[config.mk]
export PLATFORM = sky130hd
export DESIGN_NAME = dpf_pins
export DESIGN_NICKNAME = d
export VERILOG_FILES = /design/src/dpf_pkg.sv /design/src/dpf_pins.sv
export SDC_FILE = /design/constraint.sdc
export NUM_CORES = 1
export LEC_CHECK = 0
export BUFFER_PORTS_ARGS = -buffer_cell sky130_fd_sc_hd__buf_4
export CORE_ASPECT_RATIO = 1.4
export CORE_MARGIN = 2
export CORE_UTILIZATION = 60
export CTS_CLUSTER_DIAMETER = 80
export DETAILED_ROUTE_END_ITERATION = 10
export GPL_ROUTABILITY_DRIVEN = 1
export PLACE_DENSITY = 0.89
export SLEW_MARGIN = 20
export SYNTH_ARGS = -nofsm -noshare
export SYNTH_HDL_FRONTEND = slang
export SYNTH_SLANG_ARGS = --single-unit
[constraint.sdc]
create_clock -name clk_i -period 9.7 [get_ports clk_i]
set_input_delay 0.485 -clock clk_i [delete_from_list [all_inputs] [get_ports clk_i]]
set_output_delay 0.485 -clock clk_i [all_outputs]
set_load 0.02 [all_outputs]
[src/dpf_pkg.sv]
// package for the dynamic pin function block: register map, function codes, timing
package dpf_pkg;
    // register word offsets
    localparam logic [3:0] ADDR_FUNC = 4'h0;
    localparam logic [3:0] ADDR_CTRL = 4'h1;
    localparam logic [3:0] ADDR_STAT = 4'h2;
    localparam logic [3:0] ADDR_IRQ_STAT = 4'h3;
    localparam logic [3:0] ADDR_IRQ_EN = 4'h4;
    localparam logic [3:0] ADDR_IRQ_CLR = 4'h5;
    localparam logic [3:0] ADDR_REPORT = 4'h6;
    localparam logic [3:0] ADDR_ALIGN = 4'h7;
    // function select field: pin n uses bits [5n+4:5n]
    localparam int FUNC_W = 5;
    localparam int NPIN = 3;
    localparam logic [31:0] FUNC_RST = 32'h0000_0000;
    // ctrl bits
    localparam int CTRL_FIX_LSB = 0;
    localparam int CTRL_TVALID = 3;
    localparam int CTRL_CORR = 4;
    // fix type codes
    localparam logic [2:0] FIX_NONE = 3'h0;
    localparam logic [2:0] FIX_2D = 3'h1;
    // status bits
    localparam int ST_GNSS_OFF = 0;
    localparam int ST_PRES_OFF = 1;
    localparam int ST_STILL = 2;
    localparam int ST_REV_DIR = 3;
    localparam int ST_REV_ALIGN = 4;
    localparam int ST_TVALID = 5;
    localparam int ST_EVT1 = 6;
    localparam int ST_EVT2 = 7;
    localparam int ST_PPS = 8;
    // irq event bits
    localparam int IRQ_W = 6;
    localparam int EV_ZERO = 0;
    localparam int EV_STATE = 1;
    localparam int EV_RAW = 2;
    localparam int EV_EXT_PPS = 3;
    localparam int EV_EVT1 = 4;
    localparam int EV_EVT2 = 5;
    // report-sent strobe bit in the report register
    localparam int REP_DONE = 0;
    typedef enum logic [4:0] {
        FN_INACTIVE = 5'b00000,
        FN_PPS_OUT = 5'b00001,
        FN_FIX_OUT = 5'b00010,
        FN_STILL_IN = 5'b00011,
        FN_GNSS_OFF = 5'b00100,
        FN_PRES_OFF = 5'b00101,
        FN_ZERO_ALIGN = 5'b00110,
        FN_STATE_TRIG = 5'b00111,
        FN_RAW_TRIG = 5'b01000,
        FN_EXT_PPS = 5'b01001,
        FN_EVT1 = 5'b01010,
        FN_EVT2 = 5'b01011,
        FN_DIR_FWD_LO = 5'b01100,
        FN_DIR_FWD_HI = 5'b01101,
        FN_REV_FWD_LO = 5'b01110,
        FN_REV_FWD_HI = 5'b01111
    } dpf_func_t;
    // timing
    localparam longint CLK_HZ = 25000000;
    localparam int PPS_PULSE_MS = 50;
    localparam int PPS_START_MS = 100;
    localparam int PPS_PERIOD_MS = 1000;
    localparam int PULSE_CYC = int'(CLK_HZ * PPS_PULSE_MS / 1000);
    localparam int START_CYC = int'(CLK_HZ * PPS_START_MS / 1000);
    localparam int PERIOD_CYC = int'(CLK_HZ * PPS_PERIOD_MS / 1000);
endpackage

[src/dpf_pins.sv]
// dynamic pin function block: two general purpose pins and the auxiliary port
`timescale 1ns/1ps

// Function
// each pin carries one selected function; inactive leaves driver high-impedance
// second pulse output holds low, pulses high 50 ms each second
// pulses start about 100 ms after reset, regardless of time validity
// time correction restarts the second, may give one interval under 1 s
// auxiliary line marks the second falling, general pins rising
// time-valid flag shows whether time and second pulse are accurate
// fix output low for none or 2D, high for better fixes
// stationary input: high means stationary, low possibly moving
// satellite disable input: low enables, high disables
// pressure disable input: low enables, high disables
// zero-alignment input rising edge zeroes the present orientation
// pin-set alignment is volatile, lost at reset; host makes it permanent
// state-report trigger rising edge requests one state report
// raw-sensor trigger rising edge requests one raw sensor report
// external party debounces switches on edge-triggered inputs
// external pulse input rising edge synchronises the time base
// event inputs set event bit on rising edge, cleared after next report
// direction input level gives reversing indication, polarity per variant
// alignment reversal input level reverses alignment, polarity per variant
module dpf_pins #(
    parameter int START_CYCLES = dpf_pkg::START_CYC,
    parameter int PERIOD_CYCLES = dpf_pkg::PERIOD_CYC,
    parameter int PULSE_CYCLES = dpf_pkg::PULSE_CYC
) (
    input wire logic clk_i,
    input wire logic rst_i,
    input wire logic [3:0] avs_address_i,
    input wire logic avs_read_i,
    input wire logic avs_write_i,
    input wire logic [31:0] avs_writedata_i,
    input wire logic [3:0] avs_byteenable_i,
    output logic [31:0] avs_readdata_o,
    output logic avs_waitrequest_o,
    output logic [1:0] avs_response_o,
    input wire logic [dpf_pkg::NPIN-1:0] pin_in_i,
    output logic [dpf_pkg::NPIN-1:0] pin_out_o,
    output logic [dpf_pkg::NPIN-1:0] pin_oe_o,
    output logic gnss_disable_o,
    output logic pressure_disable_o,
    output logic stationary_o,
    output logic reverse_dir_o,
    output logic reverse_align_o,
    output logic zero_align_o,
    output logic state_report_req_o,
    output logic raw_report_req_o,
    output logic ext_pps_o,
    output logic time_valid_o,
    output logic irq_o
);
    import dpf_pkg::*;

    localparam int AUX = NPIN - 1;

    logic [31:0] func_r;
    logic [31:0] ctrl_r;
    logic [IRQ_W-1:0] irq_stat_r;
    logic [IRQ_W-1:0] irq_en_r;
    logic [NPIN-1:0] pin_prev_r;
    logic evt1_r;
    logic evt2_r;
    logic align_set_r;
    logic [31:0] sec_cnt_r;
    logic [31:0] sec_cnt_nxt;
    logic started_r;
    logic corr_prev_r;
    logic rd_ack_r;
    logic [31:0] rdata_r;
    logic [1:0] resp_r;

    // function held in one pin's select field
    function automatic dpf_func_t fn_of(input logic [31:0] sel, input int n);
        fn_of = dpf_func_t'(sel[n*FUNC_W +: FUNC_W]);
    endfunction

    // level in a given mode on any pin, for level inputs
    function automatic logic lvl_of(input logic [31:0] sel, input logic [NPIN-1:0] pins, input dpf_func_t f);
        lvl_of = 1'b0;
        for (int n = 0; n < NPIN; n++) begin
            if (fn_of(sel, n) == f && pins[n]) begin
                lvl_of = 1'b1;
            end
        end
    endfunction

    // mode selected on any pin
    function automatic logic sel_any(input logic [31:0] sel, input dpf_func_t f);
        sel_any = 1'b0;
        for (int n = 0; n < NPIN; n++) begin
            if (fn_of(sel, n) == f) begin
                sel_any = 1'b1;
            end
        end
    endfunction

    // ==========================================================
    // bus decode
    wire wr_func = avs_write_i && avs_address_i == ADDR_FUNC;
    wire wr_ctrl = avs_write_i && avs_address_i == ADDR_CTRL;
    wire wr_en = avs_write_i && avs_address_i == ADDR_IRQ_EN;
    wire wr_clr = avs_write_i && avs_address_i == ADDR_IRQ_CLR;
    wire wr_rep = avs_write_i && avs_address_i == ADDR_REPORT;
    wire wr_align = avs_write_i && avs_address_i == ADDR_ALIGN;
    wire map_hit = avs_address_i <= ADDR_ALIGN;
    wire [31:0] be_mask = {{8{avs_byteenable_i[3]}}, {8{avs_byteenable_i[2]}},
                           {8{avs_byteenable_i[1]}}, {8{avs_byteenable_i[0]}}};
    // report strobe from the report engine: ends latched events
    wire report_done = wr_rep && avs_writedata_i[REP_DONE] && avs_byteenable_i[0];

    // ==========================================================
    // rising edges on each pin, qualified by function
    wire [NPIN-1:0] rise = pin_in_i & ~pin_prev_r;
    logic [NPIN-1:0] rise_zero, rise_state, rise_raw, rise_pps, rise_e1, rise_e2;
    genvar g;
    generate
        for (g = 0; g < NPIN; g++) begin : g_edge
            assign rise_zero[g] = rise[g] && fn_of(func_r, g) == FN_ZERO_ALIGN;
            assign rise_state[g] = rise[g] && fn_of(func_r, g) == FN_STATE_TRIG;
            assign rise_raw[g] = rise[g] && fn_of(func_r, g) == FN_RAW_TRIG;
            assign rise_pps[g] = rise[g] && fn_of(func_r, g) == FN_EXT_PPS;
            assign rise_e1[g] = rise[g] && fn_of(func_r, g) == FN_EVT1;
            assign rise_e2[g] = rise[g] && fn_of(func_r, g) == FN_EVT2;
        end
    endgenerate
    wire [IRQ_W-1:0] events = {|rise_e2, |rise_e1, |rise_pps, |rise_raw, |rise_state, |rise_zero};

    // ==========================================================
    // second pulse generator
    wire corr_req = ctrl_r[CTRL_CORR];
    wire corr_edge = corr_req && !corr_prev_r;
    wire ext_sync = |rise_pps;
    wire sec_restart = corr_edge || ext_sync;
    // before the first pulse the counter runs to the start delay
    wire sec_wrap = started_r ? sec_cnt_r == 32'(PERIOD_CYCLES - 1) : sec_cnt_r == 32'(START_CYCLES - 1);
    // restart drops the current second short; never waits for time valid
    assign sec_cnt_nxt = (sec_restart || sec_wrap) ? 32'h0000_0000 : sec_cnt_r + 32'h0000_0001;
    wire pps_lvl = started_r && sec_cnt_r < 32'(PULSE_CYCLES);

    // fix quality: none and 2D read low
    wire [2:0] fix_type = ctrl_r[CTRL_FIX_LSB +: 3];
    wire fix_good = fix_type != FIX_NONE && fix_type != FIX_2D;

    // ==========================================================
    // pin drivers
    generate
        for (g = 0; g < NPIN; g++) begin : g_drv
            wire dpf_func_t f = fn_of(func_r, g);
            // auxiliary marks the second falling, so its pulse is inverted
            wire pps_pin = (g == AUX) ? !pps_lvl : pps_lvl;
            assign pin_oe_o[g] = f == FN_PPS_OUT || f == FN_FIX_OUT;
            assign pin_out_o[g] = f == FN_PPS_OUT ? pps_pin : (f == FN_FIX_OUT ? fix_good : 1'b0);
        end
    endgenerate

    // ==========================================================
    // level inputs steering subsystems
    assign stationary_o = lvl_of(func_r, pin_in_i, FN_STILL_IN);
    assign gnss_disable_o = lvl_of(func_r, pin_in_i, FN_GNSS_OFF);
    assign pressure_disable_o = lvl_of(func_r, pin_in_i, FN_PRES_OFF);
    // reverse when the pin sits away from its forward level
    assign reverse_dir_o = lvl_of(func_r, pin_in_i, FN_DIR_FWD_LO) ||
                           lvl_of(func_r, ~pin_in_i, FN_DIR_FWD_HI);
    assign reverse_align_o = lvl_of(func_r, pin_in_i, FN_REV_FWD_LO) ||
                             lvl_of(func_r, ~pin_in_i, FN_REV_FWD_HI);
    assign zero_align_o = |rise_zero;
    assign state_report_req_o = |rise_state;
    assign raw_report_req_o = |rise_raw;
    assign ext_pps_o = ext_sync;
    assign time_valid_o = ctrl_r[CTRL_TVALID];
    assign irq_o = |(irq_stat_r & irq_en_r);

    // ==========================================================
    // register writes
    always_ff @(posedge clk_i or posedge rst_i) begin
        if (rst_i) begin
            func_r <= FUNC_RST;
            ctrl_r <= 32'h0000_0000;
            irq_en_r <= '0;
        end else begin
            if (wr_func) func_r <= (func_r & ~be_mask) | (avs_writedata_i & be_mask);
            if (wr_ctrl) ctrl_r <= (ctrl_r & ~be_mask) | (avs_writedata_i & be_mask);
            if (wr_en) irq_en_r <= avs_writedata_i[IRQ_W-1:0];
        end
    end

    // sticky interrupt status: a new event wins over a clear
    always_ff @(posedge clk_i or posedge rst_i) begin
        if (rst_i) begin
            irq_stat_r <= '0;
        end else begin
            irq_stat_r <= (irq_stat_r & ~(wr_clr ? avs_writedata_i[IRQ_W-1:0] : '0)) | events;
        end
    end

    // filter event bits: set on edge, drop after next report; set wins
    always_ff @(posedge clk_i or posedge rst_i) begin
        if (rst_i) begin
            evt1_r <= 1'b0;
            evt2_r <= 1'b0;
        end else begin
            evt1_r <= |rise_e1 || (evt1_r && !report_done);
            evt2_r <= |rise_e2 || (evt2_r && !report_done);
        end
    end

    // volatile alignment-zeroed flag; reset loses it, host clears after saving
    always_ff @(posedge clk_i or posedge rst_i) begin
        if (rst_i) begin
            align_set_r <= 1'b0;
        end else begin
            align_set_r <= |rise_zero || (align_set_r && !(wr_align && avs_writedata_i[0]));
        end
    end

    // second counter and edge history
    always_ff @(posedge clk_i or posedge rst_i) begin
        if (rst_i) begin
            sec_cnt_r <= 32'h0000_0000;
            started_r <= 1'b0;
            corr_prev_r <= 1'b0;
            pin_prev_r <= '0;
        end else begin
            sec_cnt_r <= sec_cnt_nxt;
            started_r <= started_r || sec_wrap || sec_restart;
            corr_prev_r <= corr_req;
            pin_prev_r <= pin_in_i;
        end
    end

    // ==========================================================
    // read path: one wait cycle, then readdata stands with waitrequest low
    wire [31:0] stat_word = {23'h000000, pps_lvl, evt2_r, evt1_r, time_valid_o, reverse_align_o,
                             reverse_dir_o, stationary_o, pressure_disable_o, gnss_disable_o};
    logic [31:0] rd_mux;
    always_comb begin
        rd_mux = 32'h0000_0000;
        unique case (avs_address_i)
            ADDR_FUNC: rd_mux = func_r;
            ADDR_CTRL: rd_mux = ctrl_r;
            ADDR_STAT: rd_mux = stat_word;
            ADDR_IRQ_STAT: rd_mux = 32'(irq_stat_r);
            ADDR_IRQ_EN: rd_mux = 32'(irq_en_r);
            ADDR_ALIGN: rd_mux = {31'h00000000, align_set_r};
            default: rd_mux = 32'h0000_0000;
        endcase
    end
    always_ff @(posedge clk_i or posedge rst_i) begin
        if (rst_i) begin
            rd_ack_r <= 1'b0;
            rdata_r <= 32'h0000_0000;
            resp_r <= 2'h0;
        end else begin
            rd_ack_r <= avs_read_i && !rd_ack_r;
            rdata_r <= rd_mux;
            resp_r <= map_hit ? 2'h0 : 2'h2;
        end
    end
    assign avs_waitrequest_o = avs_read_i && !rd_ack_r;
    assign avs_readdata_o = rdata_r;
    assign avs_response_o = rd_ack_r ? resp_r : (map_hit ? 2'h0 : 2'h2);

    // ==========================================================
    // checks
    pps_width_a: assert property (@(posedge clk_i) disable iff (rst_i)
        $rose(pps_lvl) |-> pps_lvl [*8]) else $error("second pulse too short");
    // a restart may legally begin a new pulse right after a fall, so only quiet seconds are held low
    pps_gap_a: assert property (@(posedge clk_i) disable iff (rst_i)
        $fell(pps_lvl) && !sec_restart |=> !pps_lvl) else $error("second pulse reappeared at once");
    tri_idle_a: assert property (@(posedge clk_i) disable iff (rst_i)
        fn_of(func_r, 0) == FN_INACTIVE |-> !pin_oe_o[0]) else $error("inactive pin driven");
    aux_pol_a: assert property (@(posedge clk_i) disable iff (rst_i)
        fn_of(func_r, AUX) == FN_PPS_OUT |-> pin_out_o[AUX] == !pps_lvl) else $error("aux pulse polarity");
    fix_out_a: assert property (@(posedge clk_i) disable iff (rst_i)
        fn_of(func_r, 0) == FN_FIX_OUT && fix_type == FIX_2D |-> !pin_out_o[0]) else $error("2D fix drove high");
    gnss_off_a: assert property (@(posedge clk_i) disable iff (rst_i)
        fn_of(func_r, 1) == FN_GNSS_OFF && pin_in_i[1] |-> gnss_disable_o) else $error("gnss not disabled");
    still_in_a: assert property (@(posedge clk_i) disable iff (rst_i)
        fn_of(func_r, 1) == FN_STILL_IN && pin_in_i[1] |-> stationary_o) else $error("stationary not shown");
    rev_dir_a: assert property (@(posedge clk_i) disable iff (rst_i)
        fn_of(func_r, 1) == FN_DIR_FWD_HI && !pin_in_i[1] |-> reverse_dir_o) else $error("reverse not shown");
    zero_set_a: assert property (@(posedge clk_i) disable iff (rst_i)
        |rise_zero |=> align_set_r) else $error("zeroed flag not set");
    ext_sync_a: assert property (@(posedge clk_i) disable iff (rst_i)
        ext_sync |=> sec_cnt_r == 32'h0000_0000 && started_r) else $error("second not restarted");
    evt_hold_a: assert property (@(posedge clk_i) disable iff (rst_i)
        |rise_e1 |=> evt1_r) else $error("event bit not set");
    evt_clear_a: assert property (@(posedge clk_i) disable iff (rst_i)
        evt1_r && report_done && !(|rise_e1) |=> !evt1_r) else $error("event bit not cleared");
    trig_pulse_a: assert property (@(posedge clk_i) disable iff (rst_i)
        state_report_req_o |=> !state_report_req_o) else $error("report request held");
    irq_lvl_a: assert property (@(posedge clk_i) disable iff (rst_i)
        |events |=> (irq_o || (irq_en_r & $past(events)) == '0)) else $error("irq missing");
    pps_seen_c: cover property (@(posedge clk_i) disable iff (rst_i) $rose(pps_lvl));
    corr_c: cover property (@(posedge clk_i) disable iff (rst_i) corr_edge && started_r);
    evt_c: cover property (@(posedge clk_i) disable iff (rst_i) evt1_r && report_done);
    ext_c: cover property (@(posedge clk_i) disable iff (rst_i) ext_sync && started_r);
    fix_c: cover property (@(posedge clk_i) disable iff (rst_i) pin_oe_o[0] && pin_out_o[0]);
endmodule

After elaboration in Yosys (flattened, before gate mapping). Index checks and enable logic that the tools add are counted.

Register bits after elaboration: 151. Output and inout port bits: 52.

Add/sub/neg operators: 1. Order comparisons: 2. Equality and inequality tests: 55. Multiplexer cells: 33. Bitwise operators: 13. Reduce and logical (&&, ||, !) cells: 81.

Operators with widths (number): 32-bit one-hot mux with 6 select lines (1); 5-bit by 4-bit == test with 1-bit output (second input constant) (24); 32-bit AND (3); 32-bit bitwise OR (2); 5-bit by 3-bit == test with 1-bit output (second input constant) (12); 1-bit logical AND (55); 32-bit by 1-bit adder with 32-bit output (second input constant) (1); 32-bit by 22-bit == test with 1-bit output (second input constant) (1); 32-bit by 25-bit == test with 1-bit output (second input constant) (1); 32-bit by 21-bit < comparator with 1-bit output (second input constant) (1); 32-bit two-way mux (1); 32-bit NOT (1); 5-bit by 2-bit == test with 1-bit output (second input constant) (6); 1-bit two-way mux (28); 3-bit OR reduction (6); 4-bit by 3-bit == test with 1-bit output (second input constant) (4); 5-bit by 1-bit == test with 1-bit output (second input constant) (3); 6-bit AND (2); 1-bit logical OR (12); 4-bit by 2-bit == test with 1-bit output (second input constant) (2); 6-bit two-way mux (1); 3-bit NOT (2); 6-bit NOT (1); 6-bit bitwise OR (1); other kinds (9) (14).

Depth between registers and ports, before layout. Gate-level depths: netlist of run 1.

Word-level depth: 7. Depth in mapped cells: 7. Gate-level depth less buffers: 6.

Worst setup path after synthesis of run 1. No wires, ideal clock.

Path type: register to output. From: register sec_cnt_r[18]. To: output port pin_out_o[0] (netlist name). Arrival: 1.843 ns. Slack: 7.372 ns. Stages on the path, launching flop included: 5. Cell sequence: dfrtp_1 -> or4_1 -> o311ai_1 -> nand4_1 -> a21oi_1.

Word-level cells in the longest chain between the ends: 3.

RTL lines: start, declared (RTL line dpf_pins.sv:66) `logic [31:0] sec_cnt_r;`; start signal, assigned (RTL line dpf_pins.sv:226) `sec_cnt_r <= sec_cnt_nxt;`; 32-bit by 21-bit < comparator with 1-bit output (RTL line dpf_pins.sv:140) `wire pps_lvl = started_r && sec_cnt_r < 32'(PULSE_CYCLES);`; 1-bit logical AND (RTL line dpf_pins.sv:140); 1-bit two-way mux (RTL line dpf_pins.sv:154) `assign pin_out_o[g] = f == FN_PPS_OUT ? pps_pin : (f == FN_FIX_OUT ? fix_good : 1'b0);`; end, declared (RTL line dpf_pins.sv:40) `output logic [dpf_pkg::NPIN-1:0] pin_out_o,`.

Every way passes these cells.

Worst setup path after layout of run 1.
From: register sec_cnt_r[9]. To: output port pin_out_o[0] (netlist name).

Same word-level chain as after synthesis.

==> flow_summary_export.csv, run 1 <==
group,metric,value,unit
route,via_count,5179,
die,start_util,61.1,%
finish,area.sequential,0.00375,mm²
logic_synthesis,synth_area_leaders,"dfrtp_1 54%, mux2_2 11%, a22o_1 2.9%, xor2_1 2.8%, nor2_1 2.7%",
route,routed_wl,17000,µm
worst_setup_path,crit_type,"flip-flop to output port",
clock_tree,post_cts_buffers,0,
global_routing,grt_pass1_wl,27000,µm
logic_synthesis,synth.avg_cell_area,11.6,µm²
finish,drive_above_1_share,30.9,%
global_routing,grt_usage,28.9,%
clock_tree,ctsResizeCount,0,
clock_tree,cts_tree,"yes",
power,leakagePower,3.88,nW
worst_setup_path,rr_worst_depth,5,
clock_tree,htree_levels,4,
worst_setup_path,worst-path-buf-inv,1,
logic_synthesis,synth_edf_count,0,
placement,place_area,0.00765,mm²
worst_setup_path,timing.rr.start,"sec_cnt_r[30]",
worst_setup_path,cp-start-kind,"flip-flop",
die,die_w,94.6,µm
run_status,status,"complete, no violations",
die,io_pins,99,
worst_setup_path,rrSetupSlack,7390,ps
sta,slew_headroom,46.6,%
logic_synthesis,synth_top_family_by_area,"simple AND/OR/NAND/NOR gates",
sta,hold_violations,0,
logic_synthesis,yosysSeqAreaShare,54.5,%
logic_synthesis,syn_area,0.00689,mm²
job,drv_cap,0,
die,dieArea,0.0124,mm²
clock_tree,numCtsBuffers,17,
worst_hold_path,hp-class,"input port to asynchronous set/reset pin",
global_routing,grt.overflow.total,0,
clock_tree,clock_sinks,150,
worst_setup_path,slowest_stage,"o311ai_1",
route,firstDrtPassIters,5,
worst_setup_path,cp_data_required_time,9220,ps
sta,whs,148,ps
worst_setup_path,cp_top_family,"compound AO/OA/AOI/OAI gates",
die,die_h,131,µm
global_routing,grt_pass1_vias,5351,
worst_setup_path,critical_path_arrival,2670,ps
finish,area_growth,19.4,%
worst_setup_path,cp-startpoint,"sec_cnt_r[9]",
logic_synthesis,syn_inst,593,
logic_synthesis,ys_types,63,
worst_setup_path,path_depth,6,
sta,clock_skew,10.2,ps
route,drc_errors,0,
logic_synthesis,synthMuxAreaShare,13.2,%
sta,worst_pin_slew,788,ps
finish,antennaDiodeCount,0,
logic_synthesis,synth_top_area_cell,"dfrtp_1",
placement,gp_congestion,0.983,
die,rows,46,
logic_synthesis,synth_top_cell_area_share,54.5,%
finish,final_cell_area,0.00823,mm²
finish,layout.core_utilization,72.9,%
sta,setup-tns-final,0,ps
sta,period_share,32.6,%
die,core-area,0.0113,mm²
clock_tree,worstSkewPairLatency,420,ps
logic_synthesis,synth_common_cells,"150 x dfrtp_1, 70 x mux2_2, 49 x nor2_1",
logic_synthesis,yosys_register_bits,150,
sta,fmax,317,MHz
logic_synthesis,synthAdderAreaFrac,0.182,%
placement,dp_hpwl,11600,µm
placement,io_buffer_count,97,
worst_setup_path,crit_fanout,7,
logic_synthesis,synthArstFlopShare,100,%
logic_synthesis,synthSimpleGateAreaFrac,15.5,%
worst_setup_path,cp-end-kind,"output port",
clock_tree,cts_max_path_buffers,2,
clock_tree,clockRootBuffer,"clkbuf_16",
route,wl_per_cell,20.4,µm
sta,min_period,3160,ps
worst_setup_path,endpoint,"pin_out_o[0]",
sta,maxSlewViolCount,0,
finish,nNetsFinal,725,
clock_tree,clk_pin_slew,60,ps
logic_synthesis,yosys.area_share.xor_xnor,4.07,%
logic_synthesis,synthFlopType,"dfrtp_1",
clock_tree,cts-hold-fix-buffers,0,
logic_synthesis,yosys_warnings,0,
worst_setup_path,r2r-end,"sec_cnt_r[9]",
logic_synthesis,synth_compound_area_share,9.50,%
worst_setup_path,slowest_delay,720,ps
global_routing,grt_max_degree,84,
sta,rsz0062_at_grt,"false",
power,p_per_area,210,mW/mm²
route,drtAntennaViolNets,0,
power,peakVddDrop,0.000165,V
worst_setup_path,crit_chain,"a211oi_1 > a21boi_0 > o311ai_1 > nand4_1 > a21oi_1 > buf_4",
finish,fill_cells,750,
logic_synthesis,synth_nets,641,
logic_synthesis,post-synth-top-count-cell,"dfrtp_1",
route,via_per_inst,6.21,
route,dr.first_iter.drc_count,395,
global_routing,antenna_found_initial,0,
finish,multi_input_comb_area,0.00294,mm²
sta,finalSetupViolations,0,
==> report_power, final <==
group          internal (mW)  leakage [nW]  switching, mW  total (mW)
Clock                  0.362         0.279          0.278       0.640
Sequential             0.718          1.96         0.0844       0.803
Combinational          0.139          1.65          0.147       0.286
Total                   1.22          3.88          0.510        1.73
==> worst min-delay path by stage <==
stage / startpoint / endpoint / depth (start not counted) / slack [ps]
floorplan: flip-flop / corr_prev_r / 0 / 380
global placement: flip-flop / corr_prev_r / 0 / 430
detailed placement: flip-flop / corr_prev_r / 0 / 440
CTS: rst_i / asynchronous set/reset pin / 2 / 160
global route: rst_i / asynchronous set/reset pin / 2 / 190
finish: rst_i / asynchronous set/reset pin / 2 / 150
==> per-layer routing <==
layer	vias up	part of all wire [%]	track usage (%)
met5	-	0	0
met4	0	4.9	16.3
met3	71	5.7	6.54
met2	221	53	49.3
met1	2581	36	33.6
li1	2306	-	-
==> cell families after synthesis <==
logic type / after synthesis
adders and majority gates: 1
DFF: 150
xor gates and xnor gates: 32
AOI/OAI and AO/OA: 87
and+or+nand+nor: 200
other: 1
muxes: 81
buffers and inverters: 41
==> metrics by stage <==
step / total power [mW] / worst slack, ps / std cells
3_5_place_dp: 1.09 / 7050 / 802
3_3_place_gp: 1.07 / 7100 / 802
5_1_grt: 1.80 / 6400 / 834
6_report: 1.73 / 6540 / 834
4_1_cts: 1.73 / 6570 / 834
2_1_floorplan: 0.984 / 5180 / 593
==> area by class of cell <==
type	instances	share of cell area [%]
multi-input cells	402	35.7
repair buffers	100	9.17
well taps	144	2.19
clock buffers	18	5.22
clock inverters	14	1.75
inverters	6	0.334
flip-flops and latches	150	45.6
==> cells in the final DEF, fill, tap and decap left out, types with 4 or more instances in the layout <==
master and instances:
or3_1 5, and4_1 6, dfrtp_1 150, nor2b_1 6, buf_4 99, inv_8 4
nand4b_1 6, inv_6 4, or2_2 4, and3_1 15, mux2_2 70, a22o_1 23
xnor2_1 10, nand3_1 15, a21o_1 8, xor2_1 22, inv_1 5, nor3_1 10
o221ai_1 4, nor2_1 48, nand2b_1 6, o21ai_0 13, mux2i_1 10, and2_1 6
nand2_1 39, nand4_1 11, clkbuf_16 17, a21oi_1 11, a22oi_1 6
==> worst register-to-register path, stage by stage (launching register included) <==
cell       delay (ps)
dfrtp_1           400
nor4_1            430
nand4_1           220
a2111oi_2         420
a211o_2           560
nor2_1            140
Power figures use the tool's default switching activity.
==> run 2: changes to the inputs <==
--- a/config.mk
+++ b/config.mk
@@ -5,14 +5,15 @@
 export SDC_FILE = /design/constraint.sdc
 export NUM_CORES = 1
 export LEC_CHECK = 0
+export ABC_AREA = 1
 export BUFFER_PORTS_ARGS = -buffer_cell sky130_fd_sc_hd__buf_4
 export CORE_ASPECT_RATIO = 1.4
 export CORE_MARGIN = 2
-export CORE_UTILIZATION = 60
+export CORE_UTILIZATION = 58
 export CTS_CLUSTER_DIAMETER = 80
 export DETAILED_ROUTE_END_ITERATION = 10
 export GPL_ROUTABILITY_DRIVEN = 1
-export PLACE_DENSITY = 0.89
+export PLACE_DENSITY = 0.86
 export SLEW_MARGIN = 20
 export SYNTH_ARGS = -nofsm -noshare
 export SYNTH_HDL_FRONTEND = slang
==> constraint.sdc (replaced) <==
create_clock -name clk_i -period 3.1 [get_ports clk_i]
set_input_delay 0.155 -clock clk_i [delete_from_list [all_inputs] [get_ports clk_i]]
set_output_delay 0.155 -clock clk_i [all_outputs]
set_load 0.02 [all_outputs]
==> run 2 against run 1 <==
Effect of this change: the flow now finishes with violations (hold timing); critical endpoint is now zero_align_o; synthesized cell count grew 63%; register-to-register slack lost 6100 ps; combinational power grew to 3.6 times the previous value; critical path type unchanged.
==> flow_summary_export.csv, run 2 <==
group,metric,value,unit
route,dr.first_iter.drc_count,594,
route,routed_wl,21400,µm
logic_synthesis,ys_types,39,
power,power.internal,3.99,mW
logic_synthesis,synth_common_cells,"272 x nand2_1, 150 x dfrtp_1, 130 x nor2_1",
global_routing,antenna_found_initial,0,
die,core-area,0.0129,mm²
finish,final_cell_mix,"272 x nand2_1, 150 x dfrtp_1, 130 x nor2_1",
route,drtAntennaViolNets,0,
logic_synthesis,syn_inst,965,
logic_synthesis,synthArstFlopShare,100,%
worst_setup_path,cp_data_required_time,2940,ps
power,switchingPower,1.74,mW
clock_tree,ctsResizeCount,0,
die,die_w,101,µm
clock_tree,numCtsBuffers,17,
route,via_per_inst,5.55,
worst_setup_path,crit_fanout,7,
die,dieArea,0.0142,mm²
clock_tree,clock_sinks,150,
logic_synthesis,synth.avg_cell_area,7.96,µm²
logic_synthesis,yosysSeqAreaShare,48.9,%
route,dr_wl_met2,10900,µm
logic_synthesis,synthFlopType,"dfrtp_1",
power,pwr-share-seq,43.0,%
logic_synthesis,post-synth-top-count-cell,"nand2_1",
finish,area_growth,19.3,%
logic_synthesis,syn_area,0.00768,mm²
route,wl_per_cell,17.3,µm
sta,setup-tns-final,0,ps
clock_tree,htree_levels,4,
power,peakVddDrop,0.000513,V
global_routing,grt.overflow.total,0,
worst_hold_path,hp-class,"input port to flip-flop",
sta,fmax,464,MHz
run_status,violations,"hold timing",
sta,worst_pin_slew,982,ps
route,wl_met1,7910,µm
logic_synthesis,yosys_warnings,0,
sta,slew_headroom,34.5,%
route,drc_errors,0,
logic_synthesis,synth_top_cell_area_share,48.9,%
finish,final_common_cell,"nand2_1",
route,highest_layer,"met4",
clock_tree,worstSkewPairLatency,420,ps
power,p_sw_share,30.4,%
sta,period_share,69.6,%
die,io_pins,99,
route,via_count,6850,
clock_tree,clk_pin_slew,70,ps
logic_synthesis,yosys_register_bits,150,
worst_setup_path,cp-end-kind,"output port",
power,clock_power_share,39.3,%
worst_setup_path,critical_path_arrival,2000,ps
finish,nNetsFinal,1118,
global_routing,grt_pass1_vias,6845,
clock_tree,cts_max_path_buffers,2,
worst_setup_path,crit_type,"flip-flop to output port",
global_routing,grt_max_degree,77,
clock_tree,clockRootBuffer,"clkbuf_16",
sta,whs,-0.705,ps
power,leakagePower,4.67,nW
sta,maxSlewViolCount,0,
clock_tree,cts_tree,"yes",
global_routing,grt_pass1_wl,34100,µm
placement,gp_congestion,1.03,
die,rows,49,
logic_synthesis,synth_top_area_cell,"dfrtp_1",
sta,rsz0062_at_grt,"false",
worst_setup_path,cp-start-kind,"flip-flop",
placement,dp_hpwl,15300,µm
logic_synthesis,synth_nets,1013,
die,start_util,59.7,%
job,drv_cap,0,
finish,antennaDiodeCount,0,
die,die_h,140,µm
run_status,status,"finished, violations left",
power,p_per_area,625,mW/mm²
global_routing,grt_usage,31.3,%
finish,drive_above_1_share,19.5,%
logic_synthesis,synth_edf_count,0,
sta,clock_skew,10.3,ps
sta,min_period,2160,ps
logic_synthesis,synth_area_leaders,"dfrtp_1 49%, nand2_1 13%, nor2_1 6.4%, inv_1 6.0%, o21ai_2 3.6%",
route,wl_met3,1190,µm
sta,hold_violations,1,
power,power_frac_comb,17.7,%
power,power,5.73,mW
sta,finalSetupViolations,0,
placement,io_buffer_count,97,
route,firstDrtPassIters,5,
## run 2: area by class of cell
class                   count  area (µm²)
flip-flops and latches    150        3750
fillers                  1002        3710
clock inverters            14         213
repair buffers            109         841
clock buffers              17         425
inverters                 126         477
multi-input cells         666        3270
well taps                 153         191
## run 2: logic make-up after synthesis
group / after synthesis / synth area share, %
multiplexers: 1 / 0.147
XOR/XNOR: 14 / 1.60
other: 1 / 0.0488
AND/OR/NAND/NOR: 518 / 29.3
adder cells (fa/ha/maj): 1 / 0.163
flip-flops: 150 / 48.9
buffers and inverters: 149 / 8.60
AO/OA/AOI/OAI: 131 / 11.3
## run 2: final timing paths
path	from	to	slack, ps	depth (start not counted)
worst max-delay path	flip-flop	zero_align_o	940	6
worst min-delay path	avs_writedata_i[25]	flip-flop	-0.7	3
worst max register to register	sec_cnt_r[0]	sec_cnt_r[7]	1270	8
worst min register to register	flip-flop	corr_prev_r	410	0
max in group asynchronous	rst_i	corr_prev_r	2380	3
min in group asynchronous	rst_i	asynchronous set/reset pin	50	3
## run 2: through the flow
stage	setup slack [ps]	instances	util, %	instance area [µm²]	hold WS [ps]
after floorplan	1060	965	-	7690	186
after global placement	1360	1195	65.6	8440	294
after detailed placement	1290	1195	65.6	8440	300
after CTS	999	1235	71.2	9170	0.577
after global routing	841	1235	71.2	9170	6.99
final	944	1235	71.2	9170	-0.705
## run 2: critical path, stage by stage, from the launching register on
cell and delay (ps):
dfrtp_1 390, inv_2 120, nand2_2 80, nor3_1 370, nand3_1 300, nand3_1 170, buf_4 160
## run 2: power groups by stage
| stage | clock network (mW) | registers, mW | logic [mW] |
|---|---|---|---|
| 3_3_place_gp | 0 | 2.46 | 0.962 |
| 4_1_cts | 2.27 | 2.45 | 1.01 |
| 5_1_grt | 2.34 | 2.49 | 1.12 |
| 3_5_place_dp | 0 | 2.48 | 0.986 |
| 2_1_floorplan | 0 | 2.44 | 0.684 |
| 6_report | 2.25 | 2.46 | 1.02 |
## run 2: timing repair
item,CTS,global route
endpoints found under the hold margin,9,0
buffers inserted,0,0
hold buffers,9,0
## run 2: metal layers
layer	GRT usage, %	vias up
li1	-	3248
met1	35.2	3229
met2	54.3	273
met3	6.09	100
met4	18.3	0
met5	0	-
